--- src/inc/flr_params.svh ---
/*
 * Register offsets, field positions, reset values and timing figures of the flash host controller.
 * Assumes a 32-bit APB register bus and a 250 MHz controller clock.
 */
`ifndef FLR_PARAMS_SVH
`define FLR_PARAMS_SVH

// ----------------------------------------------------------------------------
// Register offsets
// ----------------------------------------------------------------------------
`define FLR_OFS_CMD 8'h00
`define FLR_OFS_ADDR 8'h04
`define FLR_OFS_WDATA 8'h08
`define FLR_OFS_RDATA 8'h0c
`define FLR_OFS_STATUS 8'h10

// ----------------------------------------------------------------------------
// Field positions
// ----------------------------------------------------------------------------
`define FLR_CMD_OP_LSB 0
`define FLR_CMD_WAIT_BIT 2
`define FLR_ST_BUSY_BIT 0
`define FLR_ST_READY_BIT 1
`define FLR_ST_RERUN_BIT 2

// ----------------------------------------------------------------------------
// Reset values
// ----------------------------------------------------------------------------
`define FLR_ADDR_RST 22'h000000
`define FLR_DATA_RST 16'h0000

// ----------------------------------------------------------------------------
// Timing
// ----------------------------------------------------------------------------
`define FLR_CLK_NS 4
`define FLR_MIN_RESET_PULSE_NS 500
`define FLR_RESET_RECOVERY_NS 200
`define FLR_RB_SETTLE_NS 100

`endif

--- src/inc/flr_pkg.sv ---
/*
 * Types of the flash host controller: operations, sequencer states and the strobe bundle.
 * Assumes the constants of flr_params.svh for all figures.
 */
package flr_pkg;

    typedef enum logic [1:0] {
        FLR_OP_WRITE = 2'b00,
        FLR_OP_READ = 2'b01,
        FLR_OP_HWRST = 2'b10,
        FLR_OP_RBWAIT = 2'b11
    } flr_op_e;

    typedef enum logic [2:0] {
        FLR_ST_IDLE = 3'b000,
        FLR_ST_W_SETUP = 3'b001,
        FLR_ST_W_PULSE = 3'b010,
        FLR_ST_W_HOLD = 3'b011,
        FLR_ST_R_ACC = 3'b100,
        FLR_ST_RST_LOW = 3'b101,
        FLR_ST_RST_REC = 3'b110,
        FLR_ST_RB_WAIT = 3'b111
    } flr_state_e;

    typedef struct packed {
        logic ce_n;
        logic we_n;
        logic oe_n;
        logic reset_n;
    } flr_pins_s;

    localparam flr_pins_s FLR_PINS_IDLE = '{ce_n: 1'b1, we_n: 1'b1, oe_n: 1'b1, reset_n: 1'b1};

endpackage

--- src/rtl/flr_host_ctrl.sv ---
/*
 * Host controller for a parallel NOR flash: APB registers, strobe sequencer, reset pulse.
 * Assumes the flash sits on the pins below, ready_busy_n has an external pull-up.
 */
// Operation
// RULE1: Host holds chip and write enable low, output enable high while writing.
// RULE2: Device latches address on last falling strobe, data on first rising.
// RULE3: Erase clears one uniform sector or the whole array.
// RULE4: Ready/busy is open-drain and shows whether an algorithm still runs.
// RULE5: Ready/busy is valid after the final write-enable rising edge.
// RULE6: Ready/busy is gated by chip enable, not output enable.
// RULE7: A long enough reset pulse aborts everything and ignores all accesses.
// RULE8: Hardware reset returns the device to array read.
// RULE9: Host should reissue program or erase interrupted by hardware reset.
// RULE10: Host issues software reset after autoselect, timeout, lock exit, aborts.
// RULE11: Software reset ignores address bits and is ignored while busy.
// RULE12: Software reset inside a program sequence returns sector to read.
// RULE13: Software reset returns erase-suspended sector to erase-suspend read.
// RULE14: Software reset is accepted midway through autoselect entry.
// RULE15: After buffer abort only the buffer-abort reset sequence restores read.
// RULE16: Lock register bit 0 guards secure area, bit 1 selects persistent mode.
// RULE17: Lock bits 3 and 4 report bulk erase enable and volatile power-up state.
// RULE18: Lock register is non-volatile; reserved bits read as ones.
// RULE19: Users may alter only lock register bit 0.
// RULE20: During lock command mode sector zero is blocked, others readable.
// RULE21: Sectors are persistently locked, dynamically locked, or unlocked.
// RULE22: Persistent guards cover groups of four uniform sectors, boot sectors singly.
// RULE23: Persistent guard erase pre-programs and verifies internally.
// RULE24: Volatile guard matters only when persistent guard is cleared.
// RULE25: Persistent guard freeze clears only by hardware reset or power-up.
// RULE26: Program or erase to a protected sector is refused unchanged.
`timescale 1ns/1ns
`default_nettype none

`include "flr_params.svh"

module flr_host_ctrl
    import flr_pkg::*;
#(
    parameter int MIN_RESET_PULSE_WIDTH_NS = `FLR_MIN_RESET_PULSE_NS,
    parameter int RESET_RECOVERY_NS = `FLR_RESET_RECOVERY_NS,
    parameter int RB_SETTLE_NS = `FLR_RB_SETTLE_NS,
    parameter logic [15:0] SETUP_CYC = 16'h0002,
    parameter logic [15:0] PULSE_CYC = 16'h0008,
    parameter logic [15:0] HOLD_CYC = 16'h0004,
    parameter logic [15:0] ACC_CYC = 16'h0014,
    parameter int AW = 22,
    parameter int DW = 16
) (
    input wire logic ref_clk,
    input wire logic sys_rst,
    input wire logic psel,
    input wire logic penable,
    input wire logic pwrite,
    input wire logic [7:0] paddr,
    input wire logic [31:0] pwdata,
    output logic [31:0] prdata,
    output logic pready,
    output logic pslverr,
    output flr_pins_s flash_ctl,
    output logic [AW-1:0] flash_addr,
    output logic [DW-1:0] flash_dq_o,
    output logic flash_dq_oe,
    input wire logic [DW-1:0] flash_dq_i,
    input wire logic ready_busy_n
);

    // ------------------------------------------------------------------------
    // Derived counts.
    // ------------------------------------------------------------------------
    localparam logic [15:0] RST_CYC =
        16'((MIN_RESET_PULSE_WIDTH_NS + `FLR_CLK_NS - 1) / `FLR_CLK_NS);
    localparam logic [15:0] REC_CYC = 16'((RESET_RECOVERY_NS + `FLR_CLK_NS - 1) / `FLR_CLK_NS);
    localparam logic [15:0] SETTLE_CYC = 16'((RB_SETTLE_NS + `FLR_CLK_NS - 1) / `FLR_CLK_NS);

    flr_state_e state_r;
    flr_op_e op_r;
    logic [15:0] cnt_r;
    logic wait_r;
    logic start_r;
    logic rerun_r;
    logic pend_r;
    logic [AW-1:0] addr_reg_r;
    logic [DW-1:0] wdata_r;
    logic [DW-1:0] rdata_r;
    logic [DW-1:0] dq_sync;
    logic rb_sync;
    logic busy;
    logic acc;
    logic rerun_clr;

    function automatic logic reg_hit(input logic [7:0] a);
        reg_hit = (a == `FLR_OFS_CMD) || (a == `FLR_OFS_ADDR) || (a == `FLR_OFS_WDATA) ||
                  (a == `FLR_OFS_RDATA) || (a == `FLR_OFS_STATUS);
    endfunction

    // ------------------------------------------------------------------------
    // Pin input synchroniser.
    // ------------------------------------------------------------------------
    flr_sync2 #(
        .W(DW + 1)
    ) u_sync (
        .clk(ref_clk),
        .rst(sys_rst),
        .din({ready_busy_n, flash_dq_i}),
        .dout({rb_sync, dq_sync})
    );

    assign busy = (state_r != FLR_ST_IDLE) || start_r;
    assign acc = psel && penable && !pready;
    assign rerun_clr = acc && pwrite && (paddr == `FLR_OFS_STATUS) && pwdata[`FLR_ST_RERUN_BIT];

    // ------------------------------------------------------------------------
    // APB slave.
    // ------------------------------------------------------------------------
    always_ff @(posedge ref_clk) begin
        if (sys_rst) begin
            pready <= 1'b0;
            pslverr <= 1'b0;
            prdata <= 32'h00000000;
            start_r <= 1'b0;
            op_r <= FLR_OP_WRITE;
            wait_r <= 1'b0;
            addr_reg_r <= `FLR_ADDR_RST;
            wdata_r <= `FLR_DATA_RST;
        end else begin
            pready <= acc;
            pslverr <= 1'b0;
            start_r <= 1'b0;
            if (acc && !reg_hit(paddr)) begin
                pslverr <= 1'b1;
            end else if (acc && pwrite) begin
                if (paddr == `FLR_OFS_CMD) begin
                    if (busy) begin
                        pslverr <= 1'b1;
                    end else begin
                        op_r <= flr_op_e'(pwdata[`FLR_CMD_OP_LSB +: 2]);
                        wait_r <= pwdata[`FLR_CMD_WAIT_BIT];
                        start_r <= 1'b1;
                    end
                end else if (paddr == `FLR_OFS_ADDR) begin
                    addr_reg_r <= pwdata[AW-1:0];
                end else if (paddr == `FLR_OFS_WDATA) begin
                    wdata_r <= pwdata[DW-1:0];
                end
            end else if (acc) begin
                if (paddr == `FLR_OFS_CMD) begin
                    prdata <= {29'h00000000, wait_r, op_r};
                end else if (paddr == `FLR_OFS_ADDR) begin
                    prdata <= {{(32 - AW){1'b0}}, addr_reg_r};
                end else if (paddr == `FLR_OFS_WDATA) begin
                    prdata <= {{(32 - DW){1'b0}}, wdata_r};
                end else if (paddr == `FLR_OFS_RDATA) begin
                    prdata <= {{(32 - DW){1'b0}}, rdata_r};
                end else begin
                    prdata <= {29'h00000000, rerun_r, rb_sync, busy};
                end
            end
        end
    end

    // ------------------------------------------------------------------------
    // Interrupted-operation flag; a new event beats a clear.
    // ------------------------------------------------------------------------
    always_ff @(posedge ref_clk) begin
        if (sys_rst) begin
            rerun_r <= 1'b0;
        end else if (state_r == FLR_ST_IDLE && start_r && op_r == FLR_OP_HWRST && pend_r) begin
            rerun_r <= 1'b1; // RULE9
        end else if (rerun_clr) begin
            rerun_r <= 1'b0;
        end
    end
    always_ff @(posedge ref_clk) begin
        if (sys_rst || state_r == FLR_ST_RST_LOW) begin
            pend_r <= 1'b0; // RULE7
        end else if (state_r == FLR_ST_W_PULSE && cnt_r == 16'h0000) begin
            pend_r <= 1'b1; // RULE5
        end else if ((state_r == FLR_ST_R_ACC || state_r == FLR_ST_RB_WAIT) && cnt_r == 16'h0000
                     && rb_sync) begin
            pend_r <= 1'b0; // RULE6
        end
    end

    // ------------------------------------------------------------------------
    // Strobe sequencer.
    // ------------------------------------------------------------------------
    always_ff @(posedge ref_clk) begin
        if (sys_rst) begin
            state_r <= FLR_ST_IDLE;
            cnt_r <= 16'h0000;
            flash_ctl <= FLR_PINS_IDLE;
            flash_addr <= '0;
            flash_dq_o <= '0;
            flash_dq_oe <= 1'b0;
            rdata_r <= '0;
        end else begin
            case (state_r)
                FLR_ST_IDLE: begin
                    if (start_r) begin
                        case (op_r)
                            FLR_OP_WRITE: begin
                                flash_addr <= addr_reg_r;
                                flash_dq_o <= wdata_r; // RULE10 RULE15
                                flash_dq_oe <= 1'b1;
                                flash_ctl.ce_n <= 1'b0; // RULE1
                                cnt_r <= SETUP_CYC;
                                state_r <= FLR_ST_W_SETUP;
                            end
                            FLR_OP_READ: begin
                                flash_addr <= addr_reg_r;
                                flash_ctl.ce_n <= 1'b0;
                                flash_ctl.oe_n <= 1'b0;
                                cnt_r <= ACC_CYC;
                                state_r <= FLR_ST_R_ACC;
                            end
                            FLR_OP_HWRST: begin
                                flash_ctl.reset_n <= 1'b0; // RULE7
                                cnt_r <= RST_CYC;
                                state_r <= FLR_ST_RST_LOW;
                            end
                            default: begin
                                flash_ctl.ce_n <= 1'b0; // RULE6
                                cnt_r <= SETTLE_CYC;
                                state_r <= FLR_ST_RB_WAIT;
                            end
                        endcase
                    end
                end
                FLR_ST_W_SETUP: begin
                    if (cnt_r == 16'h0000) begin
                        flash_ctl.we_n <= 1'b0; // RULE2
                        cnt_r <= PULSE_CYC;
                        state_r <= FLR_ST_W_PULSE;
                    end else begin
                        cnt_r <= cnt_r - 16'h0001;
                    end
                end
                FLR_ST_W_PULSE: begin
                    if (cnt_r == 16'h0000) begin
                        flash_ctl.we_n <= 1'b1; // RULE2
                        cnt_r <= HOLD_CYC;
                        state_r <= FLR_ST_W_HOLD;
                    end else begin
                        cnt_r <= cnt_r - 16'h0001;
                    end
                end
                FLR_ST_W_HOLD: begin
                    if (cnt_r == 16'h0000) begin
                        flash_dq_oe <= 1'b0;
                        if (wait_r) begin
                            cnt_r <= SETTLE_CYC; // RULE5
                            state_r <= FLR_ST_RB_WAIT;
                        end else begin
                            flash_ctl.ce_n <= 1'b1;
                            state_r <= FLR_ST_IDLE;
                        end
                    end else begin
                        cnt_r <= cnt_r - 16'h0001;
                    end
                end
                FLR_ST_R_ACC: begin
                    if (cnt_r == 16'h0000) begin
                        rdata_r <= dq_sync;
                        flash_ctl.ce_n <= 1'b1;
                        flash_ctl.oe_n <= 1'b1;
                        state_r <= FLR_ST_IDLE;
                    end else begin
                        cnt_r <= cnt_r - 16'h0001;
                    end
                end
                FLR_ST_RST_LOW: begin
                    if (cnt_r == 16'h0000) begin
                        flash_ctl.reset_n <= 1'b1;
                        cnt_r <= REC_CYC; // RULE8
                        state_r <= FLR_ST_RST_REC;
                    end else begin
                        cnt_r <= cnt_r - 16'h0001;
                    end
                end
                FLR_ST_RST_REC: begin
                    if (cnt_r == 16'h0000) begin
                        state_r <= FLR_ST_IDLE;
                    end else begin
                        cnt_r <= cnt_r - 16'h0001;
                    end
                end
                default: begin
                    if (cnt_r != 16'h0000) begin
                        cnt_r <= cnt_r - 16'h0001;
                    end else if (rb_sync) begin
                        flash_ctl.ce_n <= 1'b1; // RULE4
                        state_r <= FLR_ST_IDLE;
                    end
                end
            endcase
        end
    end

endmodule

`default_nettype wire

--- src/rtl/flr_sync2.sv ---
/*
 * Two-flop synchroniser for a bundle of pin inputs.
 * Assumes each bit is a slow level; no bit-to-bit coherence is promised.
 */
`timescale 1ns/1ns
`default_nettype none

module flr_sync2 #(
    parameter int W = 1
) (
    input wire logic clk,
    input wire logic rst,
    input wire logic [W-1:0] din,
    output logic [W-1:0] dout
);

    logic [W-1:0] meta_r;

    // ------------------------------------------------------------------------
    // Two stages.
    // ------------------------------------------------------------------------
    always_ff @(posedge clk) begin
        if (rst) begin
            meta_r <= '0;
            dout <= '0;
        end else begin
            meta_r <= din;
            dout <= meta_r;
        end
    end

endmodule

`default_nettype wire

--- config.mk ---
export PLATFORM = sky130hd
export DESIGN_NAME = flr_host_ctrl
export DESIGN_NICKNAME = d
export VERILOG_FILES = /design/src/inc/flr_pkg.sv /design/src/rtl/flr_host_ctrl.sv /design/src/rtl/flr_sync2.sv
export VERILOG_INCLUDE_DIRS = /design/src /design/src/inc
export SDC_FILE = /design/constraint.sdc
export NUM_CORES = 1
export LEC_CHECK = 0
export BUFFER_PORTS_ARGS = -buffer_cell sky130_fd_sc_hd__buf_4
export CAP_MARGIN = 20
export CORE_MARGIN = 2
export CORE_UTILIZATION = 59
export CTS_CLUSTER_SIZE = 25
export DETAILED_ROUTE_END_ITERATION = 10
export GPL_ROUTABILITY_DRIVEN = 0
export MAX_ROUTING_LAYER = met4
export PLACE_DENSITY_LB_ADDON = 0.3
export SLEW_MARGIN = 20
export SYNTH_ARGS = -nofsm -noshare
export SYNTH_HDL_FRONTEND = slang
export SYNTH_SLANG_ARGS = --single-unit
--- constraint.sdc ---
create_clock -name ref_clk -period 3.9 [get_ports ref_clk]
set_input_delay 0.195 -clock ref_clk [delete_from_list [all_inputs] [get_ports ref_clk]]
set_output_delay 0.195 -clock ref_clk [all_outputs]
set_load 0.02 [all_outputs]
==> reports/results.tsv <==
metric	value	unit
CTS buffer count	17	
post-layout util	73.8	%
Peak VDD IR	0.288	mV
leakage	0.00340	uW
HP Class	in -> reg	
Synth-to-Final Area Change	21.5	%
minimum clock period	2.56	ns
H-tree Lvls	4	
clock-pin slew on the worst setup and hold paths	0.06	ns
Max Freq	0.390	GHz
slowest stage delay, CP	0.62	ns
Routed met3 length	1680	um
Crit-path slowest cell	o21ai_2	
crit path buf inv count	2	
CTS Sinks	180	
period utilization	65.7	%
first-pass iteration count of the detailed router	5	
Residual DRC	0	
area post-placement	0.00822	mm2
Post-synth EDFFs	0	
Tot GR Track Use	29.3	%
CTS tree	done	
post-synthesis register bit count	180	
drt wl/cell	16.3	um
Area contributors post-synth	dfxtp_1 (49%), nand2_1 (10%), a21oi_1 (8.6%)	
share of cells above drive strength 1	18.9	%
ys flop type	dfxtp_1	
Yosys warnings	0	
Clock Latency Late Sink	0.41	ns
count leader, synth	nand2_1	
top cells by count, synth	nand2_1 (202), dfxtp_1 (180), a21oi_1 (127), nor2_1 (65), clkbuf_1 (52)	
Core Rows	40	
wl on met1	8100	um
CP dominant cell by count	nor2_1	
Root Buffer	clkbuf_16	
TNS Setup	0	ns
area share of the largest cell type after synthesis	49.0	%
largest net degree at the start of global routing	81	
worst hold slack	0.0129	ns
share of the yosys chip area belonging to registers	49.0	%
Required @ worst endpoint	4.17	ns
CORE AREA	0.0121	mm2
Inst Count DP	1118	
Final Non-Filler Cells	1157	
IO Pins	139	
DP Wirelength	12700	um
port bufs	118	
Critical Path End Type	register	
synthesized area per cell	8.31	um2
skew final	0.00811	ns
kind of critical path	reg -> reg	
Yosys top cell by area	dfxtp_1	
GRT overflow	0	
top routing layer in use	met4	
number of diodes	0	
Post-Syn Instances	885	
RSZ-0062 raised after global routing	false	
Vias	6529	
initial antenna violation count	0	
crit-path max FO	17	
worst-margin pin slew	0.866	ns
post-cts sizing count	0	
post-synth cell types	60	
CP Data Arrival Time	2.84	ns
Starting Density	60.7	%
Worst slew margin	42.3	%
Die H	116	um
Crit path max-delay family	compound AO/OA/AOI/OAI gates	
met2 WL post-DR	8550	um
PwrDens	496	mW/mm2
max cap viols	0	
final setup violation count	0	
Max clock buf depth	2	
NumNets Final	1046	
cell breakdown of the critical path	inv_1, ha_1, nor4b_1, nand4_1, buf_4, o21ai_2, nor2_1, a32oi_1, nor2_1	
fin area	0.00894	mm2
Detail Route Antenna Nets	0	
Worst Setup Start Kind	register	
max-slew violation count	0	
Total Routed Length	18900	um
Post-Synthesis Cell Area	0.00735	mm2
DRT iter0 DRCs	600	
area of the die	0.0134	mm2
FILL cells	941	
outcome	complete, no violations	
die extent in x	116	um
via density per instance	5.64	
final hold vios	0	
ys async rst share	0	%
vias in the first global route	6094	
first-pass GRT wire length	29800	um
## flip-flops by register name, indices dropped and copies added, names as in the netlist, 16 cells and up
| signal | flops |
|---|---|
| addr_reg_r | 22 |
| cnt_r | 16 |
| flash_addr | 22 |
| flash_dq_o | 16 |
| prdata | 22 |
| rdata_r | 16 |
| u_sync.dout | 17 |
| u_sync.meta_r | 17 |
| wdata_r | 16 |
## what timing repair did
| item | CTS | global route |
|---|---|---|
| setup endpoints to repair | 0 | 0 |
| hold buffers | 9 | 0 |
| hold endpoints to repair | 9 | 0 |
| buffers inserted | 0 | 0 |
## report_power, final
part | switching [uW] | internal (uW) | total (uW)
clock | 673 | 1120 | 1800
combinational | 438 | 257 | 695
sequential | 48.7 | 1890 | 1940
total | 1160 | 3270 | 4430
## area by class of cell
cell class,count,area (um2),share of cell area [%]
clock buffer,23,478,5.35
clock inverter,7,146,1.64
inverter,5,18.8,0.210
multi-input combinational,636,3420,38.3
sequential,180,3600,40.3
tap,168,210,2.35
timing repair buffer,138,1060,11.8
## placed cells by master (no fill, tap or decap), types with 4 or more instances in the layout
cell / netlist / final
conb_1: 1 / 10
clkbuf_16: 0 / 17
ha_1: 6 / 6
nand4_1: 5 / 5
inv_1: 5 / 5
dlygate4sd3_1: 0 / 9
a22oi_1: 23 / 23
buf_4: 11 / 129
a21oi_1: 127 / 127
nand3_1: 6 / 6
o31ai_1: 4 / 4
nor2b_1: 40 / 40
or3_1: 6 / 6
or2_2: 4 / 4
nand2b_1: 6 / 6
o21ai_0: 15 / 15
mux2i_1: 4 / 4
dfxtp_1: 180 / 180
bufinv_16: 0 / 4
nor2_1: 65 / 65
xnor2_1: 8 / 8
a211oi_1: 4 / 4
mux2_2: 13 / 13
nor4_1: 7 / 7
nand2_1: 202 / 202
or4_1: 5 / 5
nor3_1: 27 / 27
## worst paths after layout
kind                            cells after the start                           to                         from  slack (ns)
worst max-delay path                                9        cnt_r[0]$_SDFFE_PP0P_        cnt_r[1]$_SDFFE_PP0P_        1.34
worst min-delay path                                2  u_sync.meta_r[4]$_SDFF_PP0_                flash_dq_i[4]        0.01
worst max register to register                      9        cnt_r[0]$_SDFFE_PP0P_        cnt_r[1]$_SDFFE_PP0P_        1.34
worst min register to register                      1    u_sync.dout[8]$_SDFF_PP0_  u_sync.meta_r[8]$_SDFF_PP0_        0.44
## cells by family (layout without fill, tap and decap cells)
kind of cell	Yosys count	after routing	synth area share (%)
AOI/OAI and AO/OA	199	199	15.9
other	1	10	0.0510
and+or+nand+nor	390	390	24.3
buffers and inverters	78	173	4.97
muxes	20	20	3.45
adders and majority gates	6	6	1.02
DFF	180	180	49.0
xor gates and xnor gates	11	11	1.31
## stage by stage
stage	power (uW)	worst slack, ns
final	4430	1.34
after global routing	4590	1.06
after global placement	2640	1.30
after floorplan	2480	1.74
after CTS	4430	1.39
after detailed placement	2650	1.41
## worst register-to-register path, delay by kind of cell (launching register included)
family / cells / cell delay (ns)
fa+ha+maj: 1 / 0.24
buf+inv: 2 / 0.33
simple gates: 4 / 0.69
compound gates: 2 / 0.84
flops: 1 / 0.33
## per-layer routing
layer | vias to the layer above | global-route usage, %
met1 | 3024 | 38.2
met5 | - | -
li1 | 3179 | -
met4 | 0 | 10.4
met3 | 42 | 7.64
met2 | 284 | 44.4
No activity file was read; power rests on OpenSTA's default activity.
